--- src/kli_pkg.sv ---
/*
  Constants and carrier types for the keyboard level interrupt unit.
  Assumes a byte-wide special function register bus driven by the core.
*/
package kli_pkg;

  localparam int KLI_LINES = 8;

  // Special function register addresses.
  localparam logic [7:0] KLI_LEVEL_ADDR  = 8'h9C;
  localparam logic [7:0] KLI_ENABLE_ADDR = 8'h9D;
  localparam logic [7:0] KLI_FLAG_ADDR   = 8'h9E;

  // Reset values.
  localparam logic [7:0] KLI_LEVEL_RST  = 8'h00;
  localparam logic [7:0] KLI_ENABLE_RST = 8'h00;
  localparam logic [7:0] KLI_FLAG_RST   = 8'h00;
  localparam logic [7:0] KLI_RDATA_RST  = 8'h00;
  localparam logic [7:0] KLI_UNMAPPED   = 8'h00;

  // Pin sampling stages ahead of the flag.
  localparam int KLI_SAMPLE_STAGES = 1;

  typedef struct packed {
    logic [7:0] addr;
    logic       wr;
    logic       rd;
    logic [7:0] wdata;
  } kli_sfr_req_type;

  // Gray along run/idle and run/power-down.
  typedef enum logic [1:0] {
    KLI_RUN   = 2'b00,
    KLI_IDLE  = 2'b01,
    KLI_PDOWN = 2'b10
  } kli_power_type;

endpackage

--- src/kli_line.sv ---
/*
  One keyboard line: synchronous pin sample, level compare and sticky flag.
  Assumes the pin is synchronous to ref_clk and that the parent decodes clears.
*/
module kli_line
(
  // Clock and reset.
  input  wire logic ref_clk,
  input  wire logic reset,
  // Line.
  input  wire logic pin,
  input  wire logic level_high,
  input  wire logic flag_clear,
  output logic      flag,
  output logic      match
);
  import kli_pkg::*;

  logic pin_q;
  logic next_flag;

  assign match     = (pin_q == level_high);
  assign next_flag = match | (flag & ~flag_clear);

  always_ff @(posedge ref_clk)
  begin
    if (reset)
    begin
      // The sample starts at the released, pulled-up level; a low start value would
      // match the reset low-level select and raise a false flag right after reset.
      pin_q <= 1'b1;
      flag  <= 1'b0;
    end
    else
    begin
      pin_q <= pin;
      flag  <= next_flag;
    end
  end
endmodule

--- src/kli_top.sv ---
/*
  Keyboard level interrupt unit: eight port-one lines, level select, per-line
  enable, sticky flags, one shared interrupt request and a wake request.
  Assumes the core drives the byte-wide register bus synchronously to ref_clk,
  owns the global keyboard enable and signals entry into idle or power-down.
*/
// Notes on behaviour
// Eight port-one inputs, each detecting a high or low level per select bit.
// All eight lines are separate sources sharing one interrupt request.
// The global keyboard enable gates the combined request; clear means none.
// Each detection is recorded in its line flag, masked by its enable bit; the code sets the flag regardless and the enable masks only the request.
// Flag n sets when line n shows its programmed level.
// A flag requests only while its enable bit is set; otherwise recorded only.
// Flags stay set until software clears them; hardware never clears them.
// An enabled qualifying level wakes the device from idle and power-down.
// Lines not used as keyboard inputs stay free for ordinary port use.
// The flag register sits at address 9Eh, bit n for line n.
// The enable register sits at address 9Dh, bit n for line n.
// The flag register reads all zeros after reset.
// Enable clear gives a plain pin; set lets the flag interrupt; resets zero.
// Level-select at 9Ch: zero detects low, one detects high; resets zero.
// Inputs sampled on the clock; a persisting level sets the flag again.
module kli_top
(
  // Clock and reset.
  input  wire logic                     ref_clk,
  input  wire logic                     reset,
  // Register bus from the core.
  input  wire kli_pkg::kli_sfr_req_type sfr_req,
  output logic [7:0]                    sfr_rdata,
  output logic                          sfr_hit,
  // Port one and core controls.
  input  wire logic [7:0]               port_one,
  input  wire logic                     key_irq_global_enable,
  input  wire logic                     idle_enter,
  input  wire logic                     pdown_enter,
  // To the core and the port.
  output logic                          key_irq,
  output logic                          wake_request,
  output logic [7:0]                    key_alt_select
);
  import kli_pkg::*;

  logic [7:0]    key_level_select;
  logic [7:0]    key_enable_reg;
  logic [7:0]    key_flag_reg;
  logic [7:0]    line_match;
  kli_power_type power_state;
  kli_power_type next_power_state;

  // Address decode.
  wire sel_level  = (sfr_req.addr == KLI_LEVEL_ADDR);
  wire sel_enable = (sfr_req.addr == KLI_ENABLE_ADDR);
  wire sel_flag   = (sfr_req.addr == KLI_FLAG_ADDR);
  wire sel_any    = sel_level | sel_enable | sel_flag;

  wire wr_level  = sfr_req.wr & sel_level;
  wire wr_enable = sfr_req.wr & sel_enable;
  wire wr_flag   = sfr_req.wr & sel_flag;

  // Writing a zero to a flag bit clears it; a one leaves it alone, so
  // software cannot fake a key event.
  wire [7:0] flag_clear = wr_flag ? ~sfr_req.wdata : 8'h00;

  // Read selection.
  wire [7:0] read_value = sel_level  ? key_level_select :
                          sel_enable ? key_enable_reg   :
                          sel_flag   ? key_flag_reg     :
                                       KLI_UNMAPPED;

  // Request and wake terms.
  // Wake ignores the global enable so that a masked core can still be woken.
  wire [7:0] pending     = key_flag_reg & key_enable_reg;
  wire       any_pending = |pending;
  wire       next_irq    = any_pending & key_irq_global_enable;
  wire       asleep      = (power_state != KLI_RUN);
  wire       next_wake   = asleep & any_pending;

  // Per-line detection.
  genvar g;
  generate
    for (g = 0; g < KLI_LINES; g = g + 1)
    begin : gen_line
      kli_line u_line
      (
        .ref_clk    (ref_clk),
        .reset      (reset),
        .pin        (port_one[g]),
        .level_high (key_level_select[g]),
        .flag_clear (flag_clear[g]),
        .flag       (key_flag_reg[g]),
        .match      (line_match[g])
      );
    end
  endgenerate

  // Configuration registers.
  always_ff @(posedge ref_clk)
  begin
    if (reset)
    begin
      key_level_select <= KLI_LEVEL_RST;
      key_enable_reg   <= KLI_ENABLE_RST;
    end
    else
    begin
      if (wr_level)
        key_level_select <= sfr_req.wdata;
      if (wr_enable)
        key_enable_reg <= sfr_req.wdata;
    end
  end

  // Read data is held until the next mapped or unmapped read.
  // The hit pulse lets the core tell a mapped access from a refused one.
  always_ff @(posedge ref_clk)
  begin
    if (reset)
    begin
      sfr_rdata <= KLI_RDATA_RST;
      sfr_hit   <= 1'b0;
    end
    else
    begin
      if (sfr_req.rd)
        sfr_rdata <= read_value;
      sfr_hit <= (sfr_req.rd | sfr_req.wr) & sel_any;
    end
  end

  // The enable bit hands the pin to the keyboard; cleared lines stay ordinary
  // port pins because this unit never drives port one.
  always_ff @(posedge ref_clk)
  begin
    if (reset)
      key_alt_select <= KLI_ENABLE_RST;
    else
      key_alt_select <= key_enable_reg;
  end

  // Reduced-activity tracking.
  // An enabled flag still pending on entry wakes the unit again at once, so
  // software must clear serviced flags before it sleeps.
  always_comb
  begin
    next_power_state = power_state;
    case (power_state)
      KLI_RUN:
      begin
        if (pdown_enter)
          next_power_state = KLI_PDOWN;
        else if (idle_enter)
          next_power_state = KLI_IDLE;
      end
      KLI_IDLE:
      begin
        if (any_pending)
          next_power_state = KLI_RUN;
      end
      KLI_PDOWN:
      begin
        if (any_pending)
          next_power_state = KLI_RUN;
      end
      default:
        next_power_state = KLI_RUN;
    endcase
  end

  always_ff @(posedge ref_clk)
  begin
    if (reset)
    begin
      power_state  <= KLI_RUN;
      key_irq      <= 1'b0;
      wake_request <= 1'b0;
    end
    else
    begin
      power_state  <= next_power_state;
      key_irq      <= next_irq;
      wake_request <= next_wake;
    end
  end
endmodule
--- config.mk ---
export PLATFORM = sky130hd
export DESIGN_NAME = kli_top
export DESIGN_NICKNAME = d
export VERILOG_FILES = /design/src/kli_pkg.sv /design/src/kli_line.sv /design/src/kli_top.sv
export SDC_FILE = /design/constraint.sdc
export NUM_CORES = 1
export LEC_CHECK = 0
export BUFFER_PORTS_ARGS = -buffer_cell sky130_fd_sc_hd__buf_2
export CORE_MARGIN = 4
export CORE_UTILIZATION = 56
export DETAILED_ROUTE_END_ITERATION = 8
export PLACE_DENSITY = 0.9
export SLEW_MARGIN = 20
export SYNTH_ARGS = -nofsm -noshare
export SYNTH_HDL_FRONTEND = slang
export SYNTH_HIERARCHICAL = 1
export SYNTH_SLANG_ARGS = --single-unit
--- constraint.sdc ---
create_clock -name ref_clk -period 3 [get_ports ref_clk]
set_clock_uncertainty 0.05 [all_clocks]
set_input_delay 0.45 -clock ref_clk [delete_from_list [all_inputs] [get_ports ref_clk]]
set_output_delay 0.45 -clock ref_clk [all_outputs]
set_load 0.02 [all_outputs]
==> summary.txt, run 1 <==
Timing
  • Relative slew slack: ~66%
  • Fmax: 0.675 GHz
  • Worst-Margin Slew: roughly 500 ps
  • Unrepaired setup endpoints after global routing: no
  • Period utilisation layout: 49.4%
  • # setup viols final: 0
  • Fin. Hold Viols: 0
  • Fin crit period: ~1500 ps
  • Fin. max-slew vios: 0
  • Setup TNS: 0 ps

Die
  • Row Count: 22
  • Chip Width: roughly 70 um
  • Total core area: between 0.003 and 0.004 mm^2
  • Top-level port count: 50
  • Initial Util: between 50% and 60%
  • Die area: roughly 0.0049 mm^2
  • Die Y: 69.9 um

Cells and area
  • Post-layout util: about two thirds
  • Area grow syn2layout: 17.5%
  • Layout cells sized above 1: 27.2%
  • Nets: ~300
  • Register area: about 0.0011 mm^2
  • Multi-input gate area: ~990 um^2
  • Fill cells: 313
  • Ant diodes: 0

Yosys
  • Simple-gate portion of the synthesized area: 20.8%
  • Syn Std Cell Area: 0.00214 mm^2
  • Synth Area in XOR/XNOR: roughly 3.3%
  • Post-synthesis sequential area ratio: 49.5%
  • Syn nets: approximately 250
  • Top FF cell, synth: dfxtp_1
  • Synth Register Bits: 53
  • Largest family of logic cells by synthesized area: simple AND/OR/NAND/NOR gates
  • Synth Area in Compound Gates: 14.0%
  • Synthesized instance count: 222
  • Post-synthesis adder-cell area fraction: 0.584%
  • Synthesized area per cell: ~9.7 um^2
  • Fraction of registers with async set or reset after synthesis: 0%
  • Mux share of post-synthesis cell area: 7.47%
  • Ys Warns: 6
  • Number of synthesized flops with an enable pin: 0
  • Cell variety after synth: 32

Detailed routing
  • TritonRoute pass-1 iters: 4
  • Drt total wl: ~4200 um
  • DRC: 0
  • Detail Route Antenna Nets: 0
  • Vias: about 1700
  • Vias/cell: about 5.2
  • Wire length per cell: 13.2 um
  • Detailed Route Iter0 Violations: approximately 120

Clocking
  • Clock transition at path regs: around 90 ps
  • CTS tree: built
  • Skew-Pair Late Insertion Delay: 300 ps
  • Clk sinks: 53
  • Clock buffer count from CTS: 5
  • Post CTS Setup Buffer Count: 0
  • CTS Buffer Depth: 2
  • CTS Root Cell: clkbuf_8
  • Hold-fix buffers, CTS: 0
  • H-tree depth: 2
  • Post-CTS Resized: 0

Power and ir drop
  • Max rail drop VDD: ~520 uV
  • Leakage: ~1.2 nW
  • Power per Cell Area: 550 mW/mm^2

Global route
  • Overall Global Routing Usage: around 18%
  • Largest net degree at the start of global routing: 25
  • Vias in the first global route: ~1600
  • First-pass GRT wire length: 7090 um
  • GR Overflow Total: 0
  • Initial antenna violation count: 0

Worst setup path
  • Arr. time, crit path: 1620 ps
  • Setup CP Type: input port to register
  • Slowest CP cell: nor3b_1
  • Worst stage delay on the critical path: around 290 ps
  • Critical Path End Type: register
  • Critical-path cell list: buf_2 -> nor3b_1 -> nand3_2 -> nor2_1 -> nor2b_1 -> o21ba_1
  • Bufs and invs on worst path: 1
  • Crit-path max FO: 21
  • Setup crit start kind: input port
  • Worst EP required: around 3100 ps
  • Crit-path leading delay family: simple AND/OR/NAND/NOR gates

Place
  • Port buffer count: 49
  • Post-DP HPWL: just over 3000 um
  • Routability cong.: between 0.8 and 0.9

Hold path
  • Hold/Removal Path Class: input port to register

Run
  • Max-Cap Viols: 0

Status
  • Status: finished clean
## final timing paths
path	cells past startpoint	startpoint	slack, ps	endpoint
max	6	sfr_req[11]	1520	gen_line[2].u_line/flag
min	2	port_one[4]	280	gen_line[4].u_line/pin_q
max reg2reg	4	gen_line[1].u_line/flag	1660	power_state[0]
min reg2reg	2	sfr_rdata[4]	400	sfr_rdata[4]
## cells in the mapped netlist (all sizes together), types with 2 or more instances
master / number / area share (%)
buf: 5 / 2.0
nand3: 3 / 1.4
xnor2: 8 / 3.3
nor2b: 18 / 5.3
and4bb: 2 / 1.2
a22oi: 4 / 1.4
dfxtp: 53 / 50
or2: 8 / 2.3
nor2: 33 / 5.8
mux2i: 16 / 7.5
nor3b: 3 / 1.3
o22ai: 8 / 2.3
a21oi: 2 / 0.47
o21ba: 8 / 3.7
clkbuf: 3 / 0.53
inv: 10 / 1.8
nand2: 12 / 2.2
o21ai: 16 / 3.7
## worst register-to-register path, delay by kind of cell (launching register included)
kind             cells  cell delay, ps
AO/OA/AOI/OAI        3             530
flip-flops           1             340
AND/OR/NAND/NOR      1             340
## where the power goes
group | switching (W) | total (W) | internal [W]
Combinational | 0.0000801 | 0.000160 | 0.0000801
Sequential | 0.0000110 | 0.000738 | 0.000727
Clock | 0.000213 | 0.000485 | 0.000272
Total | 0.000304 | 0.00138 | 0.00108
## per-stage QoR
stage / area [um^2] / total power (W) / setup WS, ps / std cells / hold slack, ps
CTS: 2520 / 0.00139 / 1530 / 320 / 271
finish: 2520 / 0.00138 / 1520 / 320 / 276
global route: 2520 / 0.00144 / 1330 / 320 / 273
floorplan: 2140 / 0.000870 / 1500 / 222 / 393
detailed placement: 2400 / 0.000916 / 1210 / 312 / 393
global placement: 2400 / 0.000909 / 1260 / 312 / 385
## layer usage
metal / vias up / routed length (um) / global-route usage (%)
li1: 843 / - / -
met1: 781 / 1880 / 22.9
met2: 46 / 2020 / 28.5
met3: 6 / 279 / 4.75
met4: 0 / 47 / 5.96
met5: - / 0 / 0
## kinds of logic (layout without fill, tap and decap cells)
| family | count (synthesis) | after routing |
|---|---|---|
| flip-flops | 53 | 53 |
| buffers and inverters | 18 | 68 |
| AND/OR/NAND/NOR | 83 | 83 |
| AO/OA/AOI/OAI | 43 | 43 |
| multiplexers | 16 | 16 |
| adder cells (fa/ha/maj) | 1 | 1 |
| XOR/XNOR | 8 | 8 |
## placed cells by master, fill, tap and decap left out, drive strengths merged, types with 10 or more instances in the layout
cell   Yosys  final
buf        5     50
dfxtp     53     53
inv       10     10
mux2i     16     16
nand2     12     12
nor2      33     33
nor2b     18     18
o21ai     16     16
## cell type report
type,instances,share of cell area [%]
clock inverters,1,1.19
flip-flops and latches,53,42.1
repair buffers,50,10.0
clock buffers,7,3.43
well taps,48,2.39
multi-input cells,151,39.3
inverters,10,1.49
Power figures use the tool's default switching activity.
==> run 2: changes to the inputs <==
--- a/config.mk
+++ b/config.mk
@@ -7,9 +7,9 @@
 export LEC_CHECK = 0
 export BUFFER_PORTS_ARGS = -buffer_cell sky130_fd_sc_hd__buf_2
 export CORE_MARGIN = 4
-export CORE_UTILIZATION = 56
+export CORE_UTILIZATION = 47
 export DETAILED_ROUTE_END_ITERATION = 8
-export PLACE_DENSITY = 0.9
+export PLACE_DENSITY = 0.81
 export SLEW_MARGIN = 20
 export SYNTH_ARGS = -nofsm -noshare
 export SYNTH_HDL_FRONTEND = slang
==> constraint.sdc (replaced) <==
create_clock -name ref_clk -period 1.3 [get_ports ref_clk]
set_clock_uncertainty 0.05 [all_clocks]
set_input_delay 0.195 -clock ref_clk [delete_from_list [all_inputs] [get_ports ref_clk]]
set_output_delay 0.195 -clock ref_clk [all_outputs]
set_load 0.02 [all_outputs]
==> run 2 against run 1 <==
Effect of this change:
- sequential power increased by 130%
- sequential share of layout area decreased by 2.3 points
- first-iteration DRC count decreased by 53%
- clock-buffer cell count unchanged
- global-route usage decreased by 0.70 points
- clock power increased by 130%
- critical path depth decreased by 2
- critical endpoint is now power_state[1]
- highest routed layer unchanged
==> summary.txt, run 2 (same netlist as run 1, synthesis figures left out) <==
Worst setup path
  • R2r endpoint: power_state[1]
  • Worst-case reg-to-reg path depth: 4
  • Worst stage delay on the critical path: between 300 and 400 ps
  • Critical Path End Type: register
  • Setup crit end: power_state[1]
  • Setup crit start kind: register
  • Slowest CP cell: dfxtp_1
  • Setup CP Type: register to register
  • Crit-path max FO: 5
  • RR Startpoint: gen_line[4].u_line/flag
  • Critical-path cell list: a22oi_1 -> and4_4 -> a21oi_1 -> o31ai_1
  • Arr. time, crit path: about 1400 ps
  • Worst EP required: 1470 ps
  • R2R setup slack: 50 ps
  • CP startpoint: gen_line[4].u_line/flag

Detailed routing
  • TritonRoute pass-1 iters: 4
  • Detailed Route Iter0 Violations: 56
  • Vias: approximately 1700
  • DRC: 0
  • Drt total wl: about 4600 um
  • Wire length per cell: 13.7 um
  • Detail Route Antenna Nets: 0
  • Vias/cell: slightly above 5

Global route
  • Initial antenna violation count: 0
  • Vias in the first global route: about 1600
  • Largest net degree at the start of global routing: 27
  • GR Overflow Total: 0
  • First-pass GRT wire length: between 7000 and 8000 um
  • Overall Global Routing Usage: between 15 and 20%

Timing
  • Unrepaired setup endpoints after global routing: no
  • Worst-Margin Slew: approximately 290 ps
  • Fin. max-slew vios: 0
  • Fin. Hold Viols: 0
  • Final Worst Setup Slack: ~50 ps
  • Period utilisation layout: a little over nine tenths
  • Setup TNS: 0 ps
  • Relative slew slack: approximately four fifths
  • Fmax: ~0.80 GHz
  • Fin crit period: 1250 ps
  • # setup viols final: 0

Clocking
  • Post CTS Setup Buffer Count: 0
  • Clock transition at path regs: ~90 ps
  • CTS tree: built
  • Clock buffer count from CTS: 5
  • Hold-fix buffers, CTS: 0
  • CTS Root Cell: clkbuf_8
  • H-tree depth: 2
  • Clk sinks: 53
  • CTS Buffer Depth: 2
  • Skew-Pair Late Insertion Delay: 300 ps

Power and ir drop
  • Max rail drop VDD: approximately 650 uV
  • Leakage: ~1.3 nW
  • Power per Cell Area: ~1200 mW/mm^2

Die
  • Initial Util: approximately half
  • Chip Width: about 76 um
  • Top-level port count: 50
  • Row Count: 24
  • Die area: 0.00570 mm^2
  • Die Y: 75.5 um
  • Total core area: between 0.004 and 0.005 mm^2

Place
  • Routability cong.: 0.802
  • Post-DP HPWL: 3340 um
  • Cells after DPL: around 330
  • Post-Place Worst Slack: -114 ps
  • Port buffer count: 49

Cells and area
  • Ant diodes: 0
  • Fill cells: 379
  • Nets: ~320
  • Area grow syn2layout: 24.3%
  • Most frequent cells in the layout: 53 x dfxtp_1, 49 x buf_2, 33 x nor2_1, 18 x nor2b_1, 16 x mux2i_1
  • Post-layout util: 60.8%
  • Register area: approximately 0.0011 mm^2
  • Commonest non-fill, non-tap cell in the layout: dfxtp_1
  • Multi-input gate area: approximately 1000 um^2
  • Layout cells sized above 1: 31.2%
  • Non-filler instance count after layout: around 340

Hold path
  • Hold path depth: 2
  • Hold/Removal Path Class: input port to register

Status
  • Status: finished clean

Run
  • Max-Cap Viols: 0
-- run 2: cell count changes in the layout (fill, tap and decap cells not counted) --
| cell | before | now |
|---|---|---|
| a22oi_2 | 0 | 1 |
| a22oi_1 | 4 | 3 |
| buf_4 | 1 | 11 |
| and4_4 | 0 | 1 |
| buf_12 | 0 | 3 |
| and4_1 | 1 | 0 |
-- run 2: area by class of cell --
class | instances | share of cell area [%]
Clock buffer | 7 | 3.24
Clock inverter | 1 | 1.13
Inverter | 10 | 1.41
Multi-Input combinational cell | 151 | 37.4
Sequential cell | 53 | 39.8
Tap cell | 52 | 2.44
Timing Repair Buffer | 63 | 14.6
-- run 2: where the power goes --
part	switching, W	leakage [nW]	internal (W)	total (W)
Sequential	0.0000246	0.431	0.00168	0.00170
Combinational	0.000192	0.803	0.000207	0.000399
Clock	0.000507	0.0585	0.000628	0.00113
-- run 2: worst min-delay path by stage --
stage	from	slack (ps)	to
floorplan	port_one[0]	250	gen_line[0].u_line/pin_q
global placement	port_one[7]	330	gen_line[7].u_line/pin_q
detailed placement	port_one[4]	330	gen_line[4].u_line/pin_q
CTS	port_one[6]	0.8	gen_line[6].u_line/pin_q
global route	port_one[4]	6	gen_line[4].u_line/pin_q
finish	port_one[6]	20	gen_line[6].u_line/pin_q
-- run 2: timing repair --
action | in CTS | in global routing
setup endpoints to repair | 1 | 2
gates resized for setup | 1 | 2
hold endpoints to repair | 0 | 0
-- run 2: routing by layer --
metal / up-vias / GRT usage, % / part of all wire (%)
met5: - / 0 / 0
met4: 0 / 7.57 / 2.2
met3: 10 / 3.56 / 6.0
met2: 46 / 30.2 / 49
met1: 800 / 19.5 / 43
li1: 869 / - / -
-- run 2: per-stage QoR --
| stage | hold slack (ps) | power (W) | cell area, um^2 |
|---|---|---|---|
| 6_report | 16.1 | 0.00324 | 2670 |
| 3_5_place_dp | 329 | 0.00214 | 2540 |
| 3_3_place_gp | 328 | 0.00213 | 2540 |
| 5_1_grt | 5.55 | 0.00337 | 2670 |
| 4_1_cts | 0.805 | 0.00327 | 2660 |
| 2_1_floorplan | 249 | 0.00201 | 2140 |
-- run 2: critical path: cells and delay by family (launching register included) --
kind | cells | cell delay (ps)
AO/OA/AOI/OAI | 3 | 500
flip-flops | 1 | 330
AND/OR/NAND/NOR | 1 | 290
==> run 3: changes to the inputs <==
--- a/config.mk
+++ b/config.mk
@@ -6,6 +6,7 @@
 export NUM_CORES = 1
 export LEC_CHECK = 0
 export BUFFER_PORTS_ARGS = -buffer_cell sky130_fd_sc_hd__buf_2
+export CORE_ASPECT_RATIO = 1.25
 export CORE_MARGIN = 4
 export CORE_UTILIZATION = 47
 export DETAILED_ROUTE_END_ITERATION = 8
==> run 3 against run 2 <==
Effect of this change:
- final cell count increased by 1.8%
- sequential share of layout area increased by 0.53 points
- die area increased by 0.12%
- utilization decreased by 1.2 points
- register-to-register slack improved by 20 ps
- clock power about the same
- power decreased by 0.88%
- clock-buffer cell count decreased by 2
- critical path depth unchanged
- sequential power about the same
- via count decreased by 1.0%
- largest power group unchanged
- highest routed layer unchanged
==> summary.txt, run 3 (same netlist as run 1, synthesis figures left out) <==
Detailed routing
  • Vias: around 1700
  • Detail Route Antenna Nets: 0
  • Met3 WL: about 240 um
  • Met2 wire len: approximately 2100 um
  • Detailed Route Iter0 Violations: 56
  • M1 WL: approximately 1800 um
  • TritonRoute pass-1 iters: 4
  • DRC: 0
  • Top sig layer: met4
  • Vias/cell: approximately 5.0
  • Wire length per cell: 12.5 um
  • Drt total wl: roughly 4300 um

Power and ir drop
  • Leakage: about 1.3 nW
  • Max rail drop VDD: between 800 and 900 uV
  • Power per Cell Area: ~1200 mW/mm^2

Global route
  • Initial antenna violation count: 0
  • Overall Global Routing Usage: about 16%
  • Vias in the first global route: roughly 1700
  • First-pass GRT wire length: between 7000 and 8000 um
  • GR Overflow Total: 0
  • Largest net degree at the start of global routing: 23

Cells and area
  • Post-layout util: 59.6%
  • Nets: 316
  • Non-filler instance count after layout: 343
  • Area grow syn2layout: 23.0%
  • Fill cells: 394
  • Most frequent cells in the layout: 51 x dfxtp_1, 49 x buf_2, 33 x nor2_1, 18 x nor2b_1, 16 x mux2i_1
  • Final Cell Area: 0.00264 mm^2
  • Layout cells sized above 1: between 30% and 40%
  • Ant diodes: 0
  • Commonest non-fill, non-tap cell in the layout: dfxtp_1

Place
  • DP Area: around 0.0025 mm^2
  • Routability cong.: approximately 0.77
  • Cells after DPL: ~340
  • Port buffer count: 49
  • Post-DP HPWL: 3320 um

Clocking
  • Clock buffer count from CTS: 5
  • Hold-fix buffers, CTS: 0
  • CTS tree: built
  • Clk sinks: 53
  • H-tree depth: 2
  • Post CTS Setup Buffer Count: 0
  • Clock transition at path regs: about 90 ps
  • CTS Root Cell: clkbuf_8
  • Skew-Pair Late Insertion Delay: roughly 310 ps
  • Post-CTS Resized: 2
  • CTS Buffer Depth: 2

Timing
  • Period utilisation layout: ~94%
  • Fmax: a little over 0.8 GHz
  • Fin. max-slew vios: 0
  • Relative slew slack: 67.9%
  • Fin. Hold Viols: 0
  • # setup viols final: 0
  • Fin crit period: between 1000 and 1500 ps
  • Worst-Margin Slew: ~480 ps
  • Unrepaired setup endpoints after global routing: no

Status
  • Status: finished clean

Worst setup path
  • Arr. time, crit path: approximately 1400 ps
  • Setup CP Type: register to register
  • Crit-path max FO: 4
  • Worst-case reg-to-reg path depth: 4
  • Setup crit start kind: register
  • Critical Path End Type: register
  • RR Startpoint: power_state[0]
  • CP startpoint: power_state[0]
  • Worst EP required: roughly 1500 ps

Die
  • Die area: approximately 0.0057 mm^2
  • Total core area: about 0.0044 mm^2
  • Chip Width: roughly 70 um
  • Row Count: 27
  • Top-level port count: 50
  • Initial Util: around half
  • Die Y: about 84 um

Hold path
  • Hold/Removal Path Class: input port to register
  • HP Start: port_one[1]
  • Hold path depth: 2

Run
  • Max-Cap Viols: 0
==> run 3: cell count changes in the layout (fill, tap and decap cells not counted), sizes merged <==
cell	previous run	this run
clkbuf	7	5
clkinv	0	1
clkinvlp	0	1
==> run 3: through the flow <==
step,total power (W),hold WS (ps),setup slack (ps),setup TNS (ps)
after floorplan,0.00201,249,58.2,0
after global routing,0.00336,3.89,12.9,0
after global placement,0.00213,329,-107,-1410
final,0.00321,10.0,72.9,0
after detailed placement,0.00215,331,-141,-2290
after CTS,0.00324,1.54,13.6,0
==> run 3: final timing paths <==
check | end | slack, ps
hold reg to reg | sfr_rdata[4] | 390
hold / removal | gen_line[1].u_line/pin_q | 10
setup reg to reg | power_state[0] | 70
setup / recovery | power_state[0] | 70
==> run 3: area by class of cell <==
| cell class | count | area [um^2] | share of cell area (%) |
|---|---|---|---|
| Sequential cell | 53 | 1060 | 40.3 |
| Clock buffer | 5 | 68.8 | 2.61 |
| Timing Repair Buffer | 63 | 350 | 13.3 |
| Multi-Input combinational cell | 151 | 997 | 37.8 |
| Inverter | 10 | 37.5 | 1.42 |
| Tap cell | 58 | 72.6 | 2.75 |
| Clock inverter | 3 | 46.3 | 1.76 |
==> run 3: where the power goes <==
part | total (W) | leakage (nW) | switching (W) | internal, W
combinational | 0.000412 | 0.788 | 0.000200 | 0.000212
sequential | 0.00170 | 0.432 | 0.0000225 | 0.00168
clock | 0.00110 | 0.0543 | 0.000520 | 0.000576
total | 0.00321 | 1.27 | 0.000742 | 0.00247
==> run 3: critical path, stage by stage (launching register included) <==
cell	delay, ps
dfxtp_1	320
inv_1	50
ha_1	340
a21bo_1	190
a211oi_2	200
==> run 3: routing by layer <==
metal / up-vias / track usage (%)
met4: 0 / 9.40
met2: 44 / 27.2
met3: 10 / 4.45
met5: - / 0
li1: 872 / -
met1: 781 / 18.3
